[config.mk]
export PLATFORM = sky130hd
export DESIGN_NAME = hbt_target
export DESIGN_NICKNAME = d
export VERILOG_FILES = /design/src/include/hbt_pkg.sv /design/src/hbt_target.sv /design/src/hbt_nibble_shift.sv /design/src/hbt_id_mux.sv
export SDC_FILE = /design/constraint.sdc
export NUM_CORES = 1
export LEC_CHECK = 0
export BUFFER_PORTS_ARGS = -buffer_cell sky130_fd_sc_hd__buf_4
export CAP_MARGIN = 20
export CORE_ASPECT_RATIO = 0.75
export CORE_UTILIZATION = 59
export DETAILED_ROUTE_END_ITERATION = 7
export PLACE_DENSITY_LB_ADDON = 0.3
export SLEW_MARGIN = 20
export SYNTH_ARGS = -nofsm -noshare
export SYNTH_HDL_FRONTEND = slang
export SYNTH_SLANG_ARGS = --single-unit
[constraint.sdc]
create_clock -name clk -period 4.5 [get_ports clk]
set_input_delay 0.225 -clock clk [delete_from_list [all_inputs] [get_ports clk]]
set_output_delay 0.225 -clock clk [all_outputs]
set_load 0.005 [all_outputs]
[src/include/hbt_pkg.sv]
/*
  Constants and types for the hub bus target cycle logic: field codes,
  phase lengths, APB register map, mode entry and exit commands and identity values.
  Assumes a single 40 MHz clock and a 32-bit APB master.
*/
package hbt_pkg;

  // ==========================================================
  // Bus field codes
  localparam logic [3:0] HBT_START_READ = 4'hD;
  localparam logic [3:0] HBT_START_WRITE = 4'hE;
  localparam logic [3:0] HBT_SIZE_BYTE = 4'h0;
  localparam logic [3:0] HBT_SYNC_READY = 4'h0;
  localparam logic [3:0] HBT_SYNC_SHORT = 4'h5;
  localparam logic [3:0] HBT_SYNC_LONG = 4'h6;
  localparam logic [3:0] HBT_SYNC_ERROR = 4'hA;
  // Level shown on the nibble outputs while the target does not drive
  localparam logic [3:0] HBT_NIBBLE_IDLE = 4'hF;

  // ==========================================================
  // Phase lengths in clocks and address width in bits
  localparam logic [2:0] HBT_ADDR_CLOCKS = 3'h7;
  localparam logic [2:0] HBT_ADDR_LAST = 3'h6;
  localparam int HBT_ADDR_BITS = 28;
  localparam logic [3:0] HBT_LONG_WAIT_AFTER = 4'h3;

  // ==========================================================
  // Identification mode
  localparam logic [7:0] HBT_CMD_ID_EXIT = 8'hF0;
  localparam logic [7:0] HBT_CMD_ID_ENTRY = 8'h90;
  // Arbitrary identity values, not any real part
  localparam logic [7:0] HBT_MAKER_CODE = 8'hA5;
  localparam logic [7:0] HBT_PART_CODE = 8'h5A;
  localparam int HBT_ID_LO_BIT = 1;
  localparam int HBT_ID_HI_BIT = 18;

  // ==========================================================
  // APB register map (byte addresses)
  localparam logic [7:0] HBT_REG_CTRL = 8'h00;
  localparam logic [7:0] HBT_REG_STATUS = 8'h04;
  localparam logic [7:0] HBT_REG_LAST_ADDR = 8'h08;
  localparam logic [7:0] HBT_REG_LAST_DATA = 8'h0C;
  localparam logic [7:0] HBT_REG_ARRAY_DATA = 8'h10;
  // Control field positions
  localparam int HBT_CTRL_SEL_LSB = 0;
  localparam int HBT_CTRL_LOCK64 = 4;
  localparam int HBT_CTRL_LOCK16 = 5;
  localparam int HBT_CTRL_LONGW = 6;
  localparam logic [6:0] HBT_CTRL_RESET = 7'h00;

  // Bus phase states
  typedef enum logic [3:0] {
    HBT_IDLE = 4'b0000,
    HBT_SEL = 4'b0001,
    HBT_ADDR = 4'b0010,
    HBT_SIZE = 4'b0011,
    HBT_WDATA = 4'b0100,
    HBT_TAR_IN = 4'b0101,
    HBT_SYNC = 4'b0110,
    HBT_RDATA = 4'b0111,
    HBT_TAR_OUT = 4'b1000,
    HBT_SKIP = 4'b1001
  } hbt_state_t;

endpackage

[src/hbt_target.sv]
/*
  Target-side cycle logic of a 4-bit nibble-serial hub bus for a byte-wide
  flash: decodes start, select, address and size, inserts sync codes and
  moves one byte as two nibbles; answers identification mode reads.
  Assumes bus inputs synchronous to clk, host keeps the frame pin low only
  on the start clock, and software sets the select value over APB.
*/
`timescale 1ns/1ps
`default_nettype none
module hbt_target (
  input wire logic clk,
  input wire logic rst_n,
  input wire logic cycle_frame_pin_n,
  input wire logic [3:0] lad_in,
  output logic [3:0] lad_out,
  output logic lad_oe_n,
  input wire logic top_block_lock_pin_n,
  input wire logic write_protect_pin_n,
  output logic wr_strobe,
  output logic [hbt_pkg::HBT_ADDR_BITS-1:0] wr_addr,
  output logic [7:0] wr_data,
  input wire logic psel,
  input wire logic penable,
  input wire logic pwrite,
  input wire logic [7:0] paddr,
  input wire logic [31:0] pwdata,
  output logic [31:0] prdata,
  output logic pready,
  output logic pslverr
);
  import hbt_pkg::*;

  hbt_state_t state;
  hbt_state_t next_state;
  logic is_write;
  logic [2:0] cnt;
  logic [3:0] wait_cnt;
  logic [7:0] byte_buf;
  logic id_mode;
  logic size_err;
  logic [6:0] ctrl;
  logic [7:0] array_data;
  logic [HBT_ADDR_BITS-1:0] addr;
  logic [7:0] rd_byte;

  // ==========================================================
  // Field decode
  wire frame = !cycle_frame_pin_n;
  wire start_rd = frame && (lad_in == HBT_START_READ);
  wire start_wr = frame && (lad_in == HBT_START_WRITE);
  wire sel_hit = (lad_in == ctrl[HBT_CTRL_SEL_LSB +: 4]);
  wire size_ok = (lad_in == HBT_SIZE_BYTE);
  wire addr_done = (cnt == HBT_ADDR_LAST);
  wire long_wait = ctrl[HBT_CTRL_LONGW];
  wire wait_done = !long_wait || (wait_cnt == HBT_LONG_WAIT_AFTER);
  wire [7:0] wbyte = {lad_in, byte_buf[3:0]};

  // ==========================================================
  // Phase strobes shared by capture and command logic
  // Every two-clock phase ends on an odd count
  wire second_clk = cnt[0];
  wire wdata_lo = (state == HBT_WDATA) && !second_clk;
  wire wdata_hi = (state == HBT_WDATA) && second_clk;
  // Read byte frozen at the size clock, once the address is whole
  wire rd_load = (state == HBT_SIZE) && !is_write;
  // A write only counts once sync reaches ready without error
  wire wr_commit = (state == HBT_SYNC) && is_write && wait_done && !size_err;
  wire cmd_exit = (byte_buf == HBT_CMD_ID_EXIT);
  wire cmd_entry = (byte_buf == HBT_CMD_ID_ENTRY);

  // ==========================================================
  // Sub-blocks
  hbt_nibble_shift u_shift (
    .clk(clk),
    .rst_n(rst_n),
    .clear(start_rd || start_wr),
    .shift_en(state == HBT_ADDR),
    .nibble(lad_in),
    .addr(addr)
  );

  hbt_id_mux u_mux (
    .id_mode(id_mode),
    .addr(addr),
    .array_data(array_data),
    .sw_lock64(ctrl[HBT_CTRL_LOCK64]),
    .sw_lock16(ctrl[HBT_CTRL_LOCK16]),
    .top_block_lock_pin_n(top_block_lock_pin_n),
    .write_protect_pin_n(write_protect_pin_n),
    .rdata(rd_byte)
  );

  // ==========================================================
  // Next-state logic; a new start frame always restarts the cycle
  // Idle is left only through a new start frame; skip is left on any frame clock
  always_comb begin
    next_state = state;
    unique case (state)
      HBT_IDLE: next_state = HBT_IDLE;
      HBT_SEL: next_state = sel_hit ? HBT_ADDR : HBT_SKIP;
      HBT_ADDR: next_state = addr_done ? HBT_SIZE : HBT_ADDR;
      HBT_SIZE: next_state = is_write ? HBT_WDATA : HBT_TAR_IN;
      HBT_WDATA: next_state = (cnt[0]) ? HBT_TAR_IN : HBT_WDATA;
      HBT_TAR_IN: next_state = cnt[0] ? HBT_SYNC : HBT_TAR_IN;
      HBT_SYNC: next_state = (wait_done && !is_write && !size_err) ? HBT_RDATA :
                             (wait_done ? HBT_TAR_OUT : HBT_SYNC);
      HBT_RDATA: next_state = cnt[0] ? HBT_TAR_OUT : HBT_RDATA;
      HBT_TAR_OUT: next_state = cnt[0] ? HBT_IDLE : HBT_TAR_OUT;
      HBT_SKIP: next_state = HBT_SKIP;
      default: next_state = HBT_IDLE;
    endcase
    if (start_rd || start_wr) begin
      next_state = HBT_SEL;
    end else if (frame) begin
      next_state = HBT_IDLE;
    end
  end

  // State register
  always_ff @(posedge clk or negedge rst_n) begin
    if (!rst_n) begin
      state <= HBT_IDLE;
    end else begin
      state <= next_state;
    end
  end

  // Phase counter, zeroed on every phase change
  // Free-running in idle and skip; nothing reads it there
  always_ff @(posedge clk or negedge rst_n) begin
    if (!rst_n) begin
      cnt <= '0;
    end else if (next_state != state) begin
      cnt <= '0;
    end else begin
      cnt <= cnt + 3'h1;
    end
  end

  // Long wait counter and sync wait tracking
  always_ff @(posedge clk or negedge rst_n) begin
    if (!rst_n) begin
      wait_cnt <= '0;
    end else if (state != HBT_SYNC) begin
      wait_cnt <= '0;
    end else if (!wait_done) begin
      wait_cnt <= wait_cnt + 4'h1;
    end
  end

  // ==========================================================
  // Cycle capture: direction, size check, write nibbles
  // Direction holds for the whole cycle; a new frame reloads it
  always_ff @(posedge clk or negedge rst_n) begin
    if (!rst_n) begin
      is_write <= 1'b0;
      size_err <= 1'b0;
      byte_buf <= '0;
    end else begin
      if (start_rd || start_wr) begin
        is_write <= start_wr;
      end
      if (state == HBT_SIZE) begin
        size_err <= !size_ok;
      end
      if (wdata_lo) begin
        byte_buf[3:0] <= lad_in;
      end
      if (wdata_hi) begin
        byte_buf <= wbyte;
      end
      if (rd_load) begin
        byte_buf <= rd_byte;
      end
    end
  end

  // ==========================================================
  // Identification mode and write strobe out to the array
  // cleared by reset
  always_ff @(posedge clk or negedge rst_n) begin
    if (!rst_n) begin
      id_mode <= 1'b0;
      wr_strobe <= 1'b0;
      wr_addr <= '0;
      wr_data <= '0;
    end else begin
      wr_strobe <= 1'b0;
      if (wr_commit) begin
        if (cmd_exit) begin
          id_mode <= 1'b0;
        end else if (cmd_entry) begin
          id_mode <= 1'b1;
        end else begin
          wr_strobe <= 1'b1;
          wr_addr <= addr;
          wr_data <= byte_buf;
        end
      end
    end
  end

  // ==========================================================
  // Bus drive: sync codes, data nibbles, release
  // Sync nibble for the wait position; an error replaces every wait code
  function automatic logic [3:0] sync_nibble(input logic err, input logic done, input logic [3:0] waited);
    logic [3:0] code;
    code = HBT_SYNC_LONG;
    if (err) begin
      code = HBT_SYNC_ERROR;
    end else if (done) begin
      code = HBT_SYNC_READY;
    end else if (waited == '0) begin
      code = HBT_SYNC_SHORT;
    end
    return code;
  endfunction
  wire [3:0] sync_code = sync_nibble(size_err, wait_done, wait_cnt);
  wire drive = (state == HBT_SYNC) || (state == HBT_RDATA) || (state == HBT_TAR_OUT && !cnt[0]);
  wire [3:0] next_out = (state == HBT_SYNC) ? sync_code :
                        (state == HBT_RDATA) ? (cnt[0] ? byte_buf[7:4] : byte_buf[3:0]) : HBT_NIBBLE_IDLE;

  // Registered so the pins only change just after a clock edge
  // ready at once, or short then long wait codes then ready when long wait is set
  always_ff @(posedge clk or negedge rst_n) begin
    if (!rst_n) begin
      lad_out <= HBT_NIBBLE_IDLE;
      lad_oe_n <= 1'b1;
    end else begin
      lad_out <= next_out;
      lad_oe_n <= !drive;
    end
  end

  // ==========================================================
  // APB slave, zero wait state
  wire apb_wr = psel && penable && pwrite;
  wire hit = (paddr == HBT_REG_CTRL) || (paddr == HBT_REG_STATUS) || (paddr == HBT_REG_LAST_ADDR) ||
             (paddr == HBT_REG_LAST_DATA) || (paddr == HBT_REG_ARRAY_DATA);
  wire [31:0] rmux = (paddr == HBT_REG_CTRL) ? {25'h0, ctrl} :
                     (paddr == HBT_REG_STATUS) ? {24'h0, ~write_protect_pin_n, ~top_block_lock_pin_n,
                                                  size_err, id_mode, state} :
                     (paddr == HBT_REG_LAST_ADDR) ? {4'h0, wr_addr} :
                     (paddr == HBT_REG_LAST_DATA) ? {24'h0, wr_data} :
                     (paddr == HBT_REG_ARRAY_DATA) ? {24'h0, array_data} : 32'h0;

  // Register writes on the access edge
  // Only seven control bits exist; the rest of the word is dropped
  always_ff @(posedge clk or negedge rst_n) begin
    if (!rst_n) begin
      ctrl <= HBT_CTRL_RESET;
      array_data <= '0;
    end else if (apb_wr && paddr == HBT_REG_CTRL) begin
      ctrl <= pwdata[6:0];
    end else if (apb_wr && paddr == HBT_REG_ARRAY_DATA) begin
      array_data <= pwdata[7:0];
    end
  end

  // Registered answer, ready in setup so access completes at once
  // Trade-off: no wait states, so every register must answer at once
  always_ff @(posedge clk or negedge rst_n) begin
    if (!rst_n) begin
      prdata <= '0;
      pready <= 1'b0;
      pslverr <= 1'b0;
    end else begin
      pready <= psel && !penable;
      pslverr <= psel && !penable && !hit;
      prdata <= (psel && !penable && !pwrite) ? rmux : 32'h0;
    end
  end
endmodule
`default_nettype wire

[src/hbt_nibble_shift.sv]
/*
  Address nibble collector: shifts one nibble per clock into a 28-bit
  address, most significant nibble first.
  Assumes the caller raises shift_en for exactly the seven address clocks.
*/
`timescale 1ns/1ps
`default_nettype none
module hbt_nibble_shift (
  input wire logic clk,
  input wire logic rst_n,
  input wire logic clear,
  input wire logic shift_en,
  input wire logic [3:0] nibble,
  output logic [hbt_pkg::HBT_ADDR_BITS-1:0] addr
);
  import hbt_pkg::*;

  // ==========================================================
  // Shift register
  // MSB nibble first
  always_ff @(posedge clk or negedge rst_n) begin
    if (!rst_n) begin
      addr <= '0;
    end else if (clear) begin
      addr <= '0;
    end else if (shift_en) begin
      addr <= {addr[HBT_ADDR_BITS-5:0], nibble};
    end
  end
endmodule
`default_nettype wire

[src/hbt_id_mux.sv]
/*
  Read-data selector for identification mode: maker code, part code and
  the lock status byte; normal array data otherwise.
  Assumes lock inputs are already stable levels in the clk domain.
*/
`timescale 1ns/1ps
`default_nettype none
module hbt_id_mux (
  input wire logic id_mode,
  input wire logic [hbt_pkg::HBT_ADDR_BITS-1:0] addr,
  input wire logic [7:0] array_data,
  input wire logic sw_lock64,
  input wire logic sw_lock16,
  input wire logic top_block_lock_pin_n,
  input wire logic write_protect_pin_n,
  output logic [7:0] rdata
);
  import hbt_pkg::*;

  // ==========================================================
  // Identification decode
  wire id_high_zero = (addr[HBT_ID_HI_BIT:HBT_ID_LO_BIT] == '0);
  wire [7:0] lock_byte = {4'h0, ~write_protect_pin_n, ~top_block_lock_pin_n, sw_lock16, sw_lock64};
  wire [7:0] id_byte = addr[0] ? HBT_PART_CODE : HBT_MAKER_CODE;

  // Lock status answers any address with a nonzero bit in 18..1 while in identification mode
  assign rdata = !id_mode ? array_data : (id_high_zero ? id_byte : lock_byte);
endmodule
`default_nettype wire

### After elaboration in Yosys (flattened, before gate mapping)

Index checks and enable logic that the tools add are counted.

| word-level totals | value |
|---|---|
| memories | 0 |
| ROM bits | 0 |
| bits in latches | 0 |
| memory bits (writable) | 0 |
| input bits | 52 |
| register bits after elaboration | 137 |

| cells by class | value |
|---|---|
| muxes and demuxes | 40 |
| $lt $le $gt $ge | 0 |
| multipliers | 0 |
| reduce and logical (&&, ||, !) cells | 48 |
| shifts and indexed selects | 0 |
| bitwise logic cells | 5 |
| equal/unequal tests | 24 |
| div/mod/pow operators | 0 |
| $add $sub $neg | 2 |

Operator list:

| cell | count |
|---|---|
| 28-bit 2-to-1 mux | 6 |
| 4-bit 2-to-1 mux | 14 |
| 8-bit 2-to-1 mux | 7 |
| 4-bit one-hot mux with 9 select lines | 1 |
| 1-bit logical AND | 18 |
| 18-bit logical NOT | 1 |
| 4-bit by 3-bit equality test with 1-bit output, second input constant | 4 |
| 4-bit equality test, second input constant | 4 |
| 8-bit by 4-bit equality test with 1-bit output, second input constant | 2 |
| 8-bit equality test, second input constant | 2 |
| 4-bit by 2-bit equality test with 1-bit output, second input constant | 3 |
| 1-bit logical NOT | 10 |
| 8-bit by 3-bit equality test with 1-bit output, second input constant | 1 |
| 8-bit by 5-bit equality test with 1-bit output, second input constant | 1 |
| 4-bit logical NOT | 2 |
| 8-bit logical NOT | 1 |
| 1-bit logical OR | 8 |
| 1-bit 2-to-1 mux | 8 |
| 2-bit nonzero test | 4 |
| 3-bit 2-to-1 mux | 2 |
| 2-bit AND reduction | 3 |
| 1-bit inverter | 5 |
| 4-bit by 1-bit adder with 4-bit output, second input constant | 1 |
| 4-bit by 1-bit equality test with 1-bit output, second input constant | 1 |
| other kinds (8) | 10 |

### Longest topological paths before layout

| depth | value |
|---|---|
| word-level depth | 10 |
| gate-level depth with buffers | 9 |

### Hierarchy

A second synthesis with hierarchy kept.

| unflattened totals | value |
|---|---|
| cell total of the unflattened synthesis | 570 |
| area total of the unflattened synthesis | 6387.4 µm² |

By module, submodules not included:

| module | area an instance (µm²) | instances | cells each |
|---|---|---|---|
| hbt_target | 5039.8 | 1 | 445 |
| hbt_nibble_shift | 1152.4 | 1 | 90 |
| hbt_id_mux | 195.2 | 1 | 35 |

### Worst setup path after synthesis

OpenSTA, ideal clock, no wires.

| timing | value |
|---|---|
| kind | flip-flop to flip-flop |
| start | register wait_cnt[0] |
| end | register cnt[2] |
| path slack | 2.353 ns |
| library setup time | 0.087 ns |
| required time | 4.413 ns |
| stages on the path, launching flop included | 8 |
| data arrival time | 2.060 ns |
| cells stage by stage | dfrtp_1 -> ha_1 -> or3b_2 -> a211oi_1 -> nor3_1 -> nor4b_2 -> o2111ai_1 -> nor3_1 |

| on the way | value |
|---|---|
| longest elaborated chain between the ends | 10 |
| elaborated cells between the ends (all ways) | 11 |
| those cells by class | 2 x eq/ne; 6 x mux; 3 x reduce/logical |

Ends and longest elaborated chain:

| item | line | source |
|---|---|---|
| start: declaration | hbt_target.sv:37 | `logic [3:0] wait_cnt;` |
| start signal: assignment | hbt_target.sv:147 | `wait_cnt <= wait_cnt + 4'h1;` |
| 4-bit by 2-bit equality test with 1-bit output (*) | hbt_target.sv:55 | `wire wait_done = !long_wait \|\| (wait_cnt == HBT_LONG_WAIT_AFTER);` |
| 1-bit logical OR (*) | hbt_target.sv:55 |  |
| 1-bit logical AND (2 in a row) | hbt_target.sv:105 | `HBT_SYNC: next_state = (wait_done && !is_write && !size_err) ? HBT_RDATA :` |
| 4-bit 2-to-1 mux (*) | hbt_target.sv:105 |  |
| 4-bit one-hot mux with 9 select lines (*) | hbt_target.sv:98 | `unique case (state)` |
| 4-bit 2-to-1 mux (*) | hbt_target.sv:114 | `end else if (frame) begin` |
| 4-bit 2-to-1 mux (*) | hbt_target.sv:112 | `if (start_rd \|\| start_wr) begin` |
| 4-bit inequality test (*) | hbt_target.sv:133 | `end else if (next_state != state) begin` |
| 3-bit 2-to-1 mux (*) | hbt_target.sv:133 |  |
| end signal: assignment | hbt_target.sv:136 | `cnt <= cnt + 3'h1;` |
| end: declaration | hbt_target.sv:36 | `logic [2:0] cnt;` |

Every way passes the cells marked *; elsewhere a longest branch is shown, timed or not.
A chain may end at the register's enable or synchronous reset.

### Final worst setup path

| timing | value |
|---|---|
| start | register state[3] |
| end | register wr_addr[18] in the netlist's numbering |

| on the way | value |
|---|---|
| longest elaborated chain between the ends | 5 |

Ends and longest elaborated chain:

| item | line | source |
|---|---|---|
| start: declaration | hbt_target.sv:33 | `hbt_state_t state;` |
| start signal: assignment | hbt_target.sv:124 | `state <= next_state;` |
| 4-bit by 3-bit equality test with 1-bit output | hbt_target.sv:67 | `wire wr_commit = (state == HBT_SYNC) && is_write && wait_done && !size_err;` |
| 1-bit logical AND (3 in a row) | hbt_target.sv:67 |  |
| 3-bit AND reduction (no line) | - |  |
| end signal: assignment | hbt_target.sv:196 | `wr_addr <= addr;` |
| end: declaration | hbt_target.sv:20 | `output logic [hbt_pkg::HBT_ADDR_BITS-1:0] wr_addr,` |

Every way passes these cells.

==> impl_metrics.env <==
export IMPL_path_class="register to register"
export IMPL_max_clock_path_buffers=2
export IMPL_combPwrFrac=0.067
export IMPL_synth_edf_count=0
export IMPL_timing_max_slew_rel_slack=0.383
export IMPL_async_reset_ff_frac=1.00
export IMPL_numCtsBuffers=17
export IMPL_cp_max_fo=38
export IMPL_io_pins=128
export IMPL_placementRows=32
export IMPL_core_sq_um=10400
export IMPL_path_clk_slew_ps=60
export IMPL_ys_types=66
export IMPL_dr_total_vias=5278
export IMPL_die_width_um=122
export IMPL_grt_pass1_vias=5042
export IMPL_power_density_nw_per_um2=366
export IMPL_required_ps=4810
export IMPL_syn_avg_cell_area_sq_um=9.71
export IMPL_timing_final_crit_share=0.642
export IMPL_cp_arrival_ps=3200
export IMPL_drive_gt1_frac=0.226
export IMPL_holdWs_ps=28.9
export IMPL_routed_wl_um=15900
export IMPL_peakVddDrop_mv=0.322
export IMPL_antennaDiodeCount=0
export IMPL_clock_latency_ps=420
export IMPL_critPathLaunchType="register"
export IMPL_max_freq_ghz=0.346
export IMPL_grt_met1_usage=0.432
export IMPL_h_tree_depth=4
export IMPL_drv_cap=0
export IMPL_dp_hpwl_um=10700
export IMPL_seq_power_share=0.461
export IMPL_switching_power_uw=723
export IMPL_p_int_uw=2120
export IMPL_track_usage=0.304
export IMPL_hold_violations=0
export IMPL_grt_max_degree=57
export IMPL_min_path_type="input port to register"
export IMPL_gp_congestion=0.915
export IMPL_rsz0062_at_grt="no"
export IMPL_port_buffers=99
export IMPL_grt_util_met2=0.458
export IMPL_start_util=0.612
export IMPL_p_leak_uw=0.00380
export IMPL_wire_per_inst_um=17.9
export IMPL_drt_iter0_markers=536
export IMPL_syn_inst=654
export IMPL_cts_root_buf="clkbuf_16"
export IMPL_setup_viol=0
export IMPL_grt_overflow_total=0
export IMPL_viasPerCell=5.92
export IMPL_yosys_warnings=0
export IMPL_dr_pass1_iters=6
export IMPL_synth_seq_cells=137
export IMPL_end_kind="register"
export IMPL_skew_ps=5.22
export IMPL_seq_area_frac_synth=0.541
export IMPL_setup_tns_ps=0
export IMPL_cts_sinks=137
export IMPL_max_slew_worst_pin_slew_ps=926
export IMPL_die_area_sq_um=11200
export IMPL_busiest_layer="met2"
export IMPL_grt_use_met3=0.0659
export IMPL_die_h_um=91.8
export IMPL_cts_tree="yes"
export IMPL_cts_setup_buffers=0
export IMPL_nNetsFinal=798
export IMPL_swShare=0.254
export IMPL_synthFlopType="dfrtp_1"
export IMPL_period_needed_ps=2890
export IMPL_pwr_share_clk=0.473
export IMPL_antenna_found_initial=0
export IMPL_syn_area_sq_um=6350
export IMPL_finalMaxSlewViolations=0
export IMPL_ant_nets=0
export IMPL_syn2layout_area_growth_pct=22.2
export IMPL_post_route_drc_count=0
export IMPL_grt_pass1_wl_um=25800
export IMPL_status="complete, no violations"
## flip-flops by register name, summed over array words and instances, names as in the netlist, 3 cells and up
name,count
array_data,8
prdata,28
wr_addr,28
lad_out,4
wr_data,8
ctrl,7
byte_buf,8
state,4
cnt,3
u_shift.addr,28
wait_cnt,4
## power groups by stage
stage | Sequential, uW | Combinational [uW] | Clock, uW
2_1_floorplan | 1310 | 128 | 0
3_3_place_gp | 1330 | 180 | 0
3_5_place_dp | 1330 | 186 | 0
4_1_cts | 1310 | 191 | 1350
5_1_grt | 1310 | 212 | 1400
6_report | 1310 | 190 | 1340
## metrics by stage
step                      power (uW)  cell area [sq um]  instances  utilization  setup WS (ps)
after floorplan                 1440               6360        657            -           2350
after global placement          1510               7150        856        0.689           1300
after detailed placement        1520               7150        856        0.689           1220
after CTS                       2850               7740        890        0.746           1190
after global routing            2930               7760        891        0.748           1410
final                           2840               7760        891        0.748           1610
## cells in the final DEF, fill, tap and decap left out, types with 4 or more instances in the layout
cell          n
buf_4       104
o21ai_0      18
a22oi_1       5
inv_1         9
and2_1       21
nor4_1        5
mux2i_1      18
or3_1         5
nor3_1        9
clkinvlp_4    5
xnor2_1       7
a2bb2oi_1     5
inv_6         4
nand2b_1     10
dfrtp_1     132
nand2_1     180
clkbuf_16    17
a211oi_1     12
a21oi_1      44
nand3_1       9
nor2_1       25
conb_1        4
mux2_2       17
dfstp_2       5
nand3b_1      4
nor2b_1      11
ha_1          4
## critical path, stage by stage (launching register included)
cell and delay [ps]:
dfrtp_1 780, nand4bb_1 390, nor2_1 170, o2111ai_2 90
buf_4 400, clkinv_1 470, buf_8 310, nand2_1 90
nand2_1 60
## Yosys cell counts, types with 11 or more instances
cell / instances / area share
and2_1: 21 / 0.021
mux2i_1: 18 / 0.028
nand2_1: 180 / 0.11
o21ai_0: 18 / 0.014
mux2_2: 17 / 0.030
clkbuf_1: 30 / 0.018
dfrtp_1: 132 / 0.52
nor2b_1: 11 / 0.011
a21oi_1: 44 / 0.035
nor2_1: 25 / 0.015
a211oi_1: 12 / 0.014
## cells by family after synthesis
kind of cell    after synthesis  synth area share
fa+ha+maj                     4           0.00788
mux                          35            0.0585
simple gates                304             0.231
other cells                   1          0.000591
xor+xnor                     10            0.0138
buf+inv                      51            0.0343
flops                       137             0.541
compound gates              112             0.113
## routing by layer
layer / share of wire / vias up
li1: - / 2409
met1: 0.43 / 2552
met2: 0.46 / 282
met3: 0.085 / 35
met4: 0.021 / 0
met5: 0 / -
## timing repair
action | 4_1_cts | 5_1_grt
hold endpoints to repair | 37 | 0
gates resized for setup | 0 | 0
hold buffers | 2 | 0
## path summary, 6_finish.rpt
path / from / end / slack, ps / cells past startpoint
setup / recovery: state[3] / wr_addr[18] / 1610 / 8
hold / removal: pwdata[4] / ctrl[4] / 30 / 3
setup reg to reg: state[3] / wr_addr[18] / 1610 / 8
hold reg to reg: u_shift.addr[26] / wr_addr[26] / 470 / 2
max in group asynchronous: rst_n / wr_data[6] / 3100 / 3
min in group asynchronous: rst_n / ctrl[4] / 330 / 2
## final cells by class
type / instances / area (sq um)
multi-input cells: 469 / 2730
repair buffers: 107 / 816
inverters: 10 / 37.5
clock buffers: 17 / 425
well taps: 136 / 170
clock inverters: 15 / 145
fillers: 698 / 2610
flip-flops and latches: 137 / 3430
Note: power is estimated with default switching activity, not from simulation.
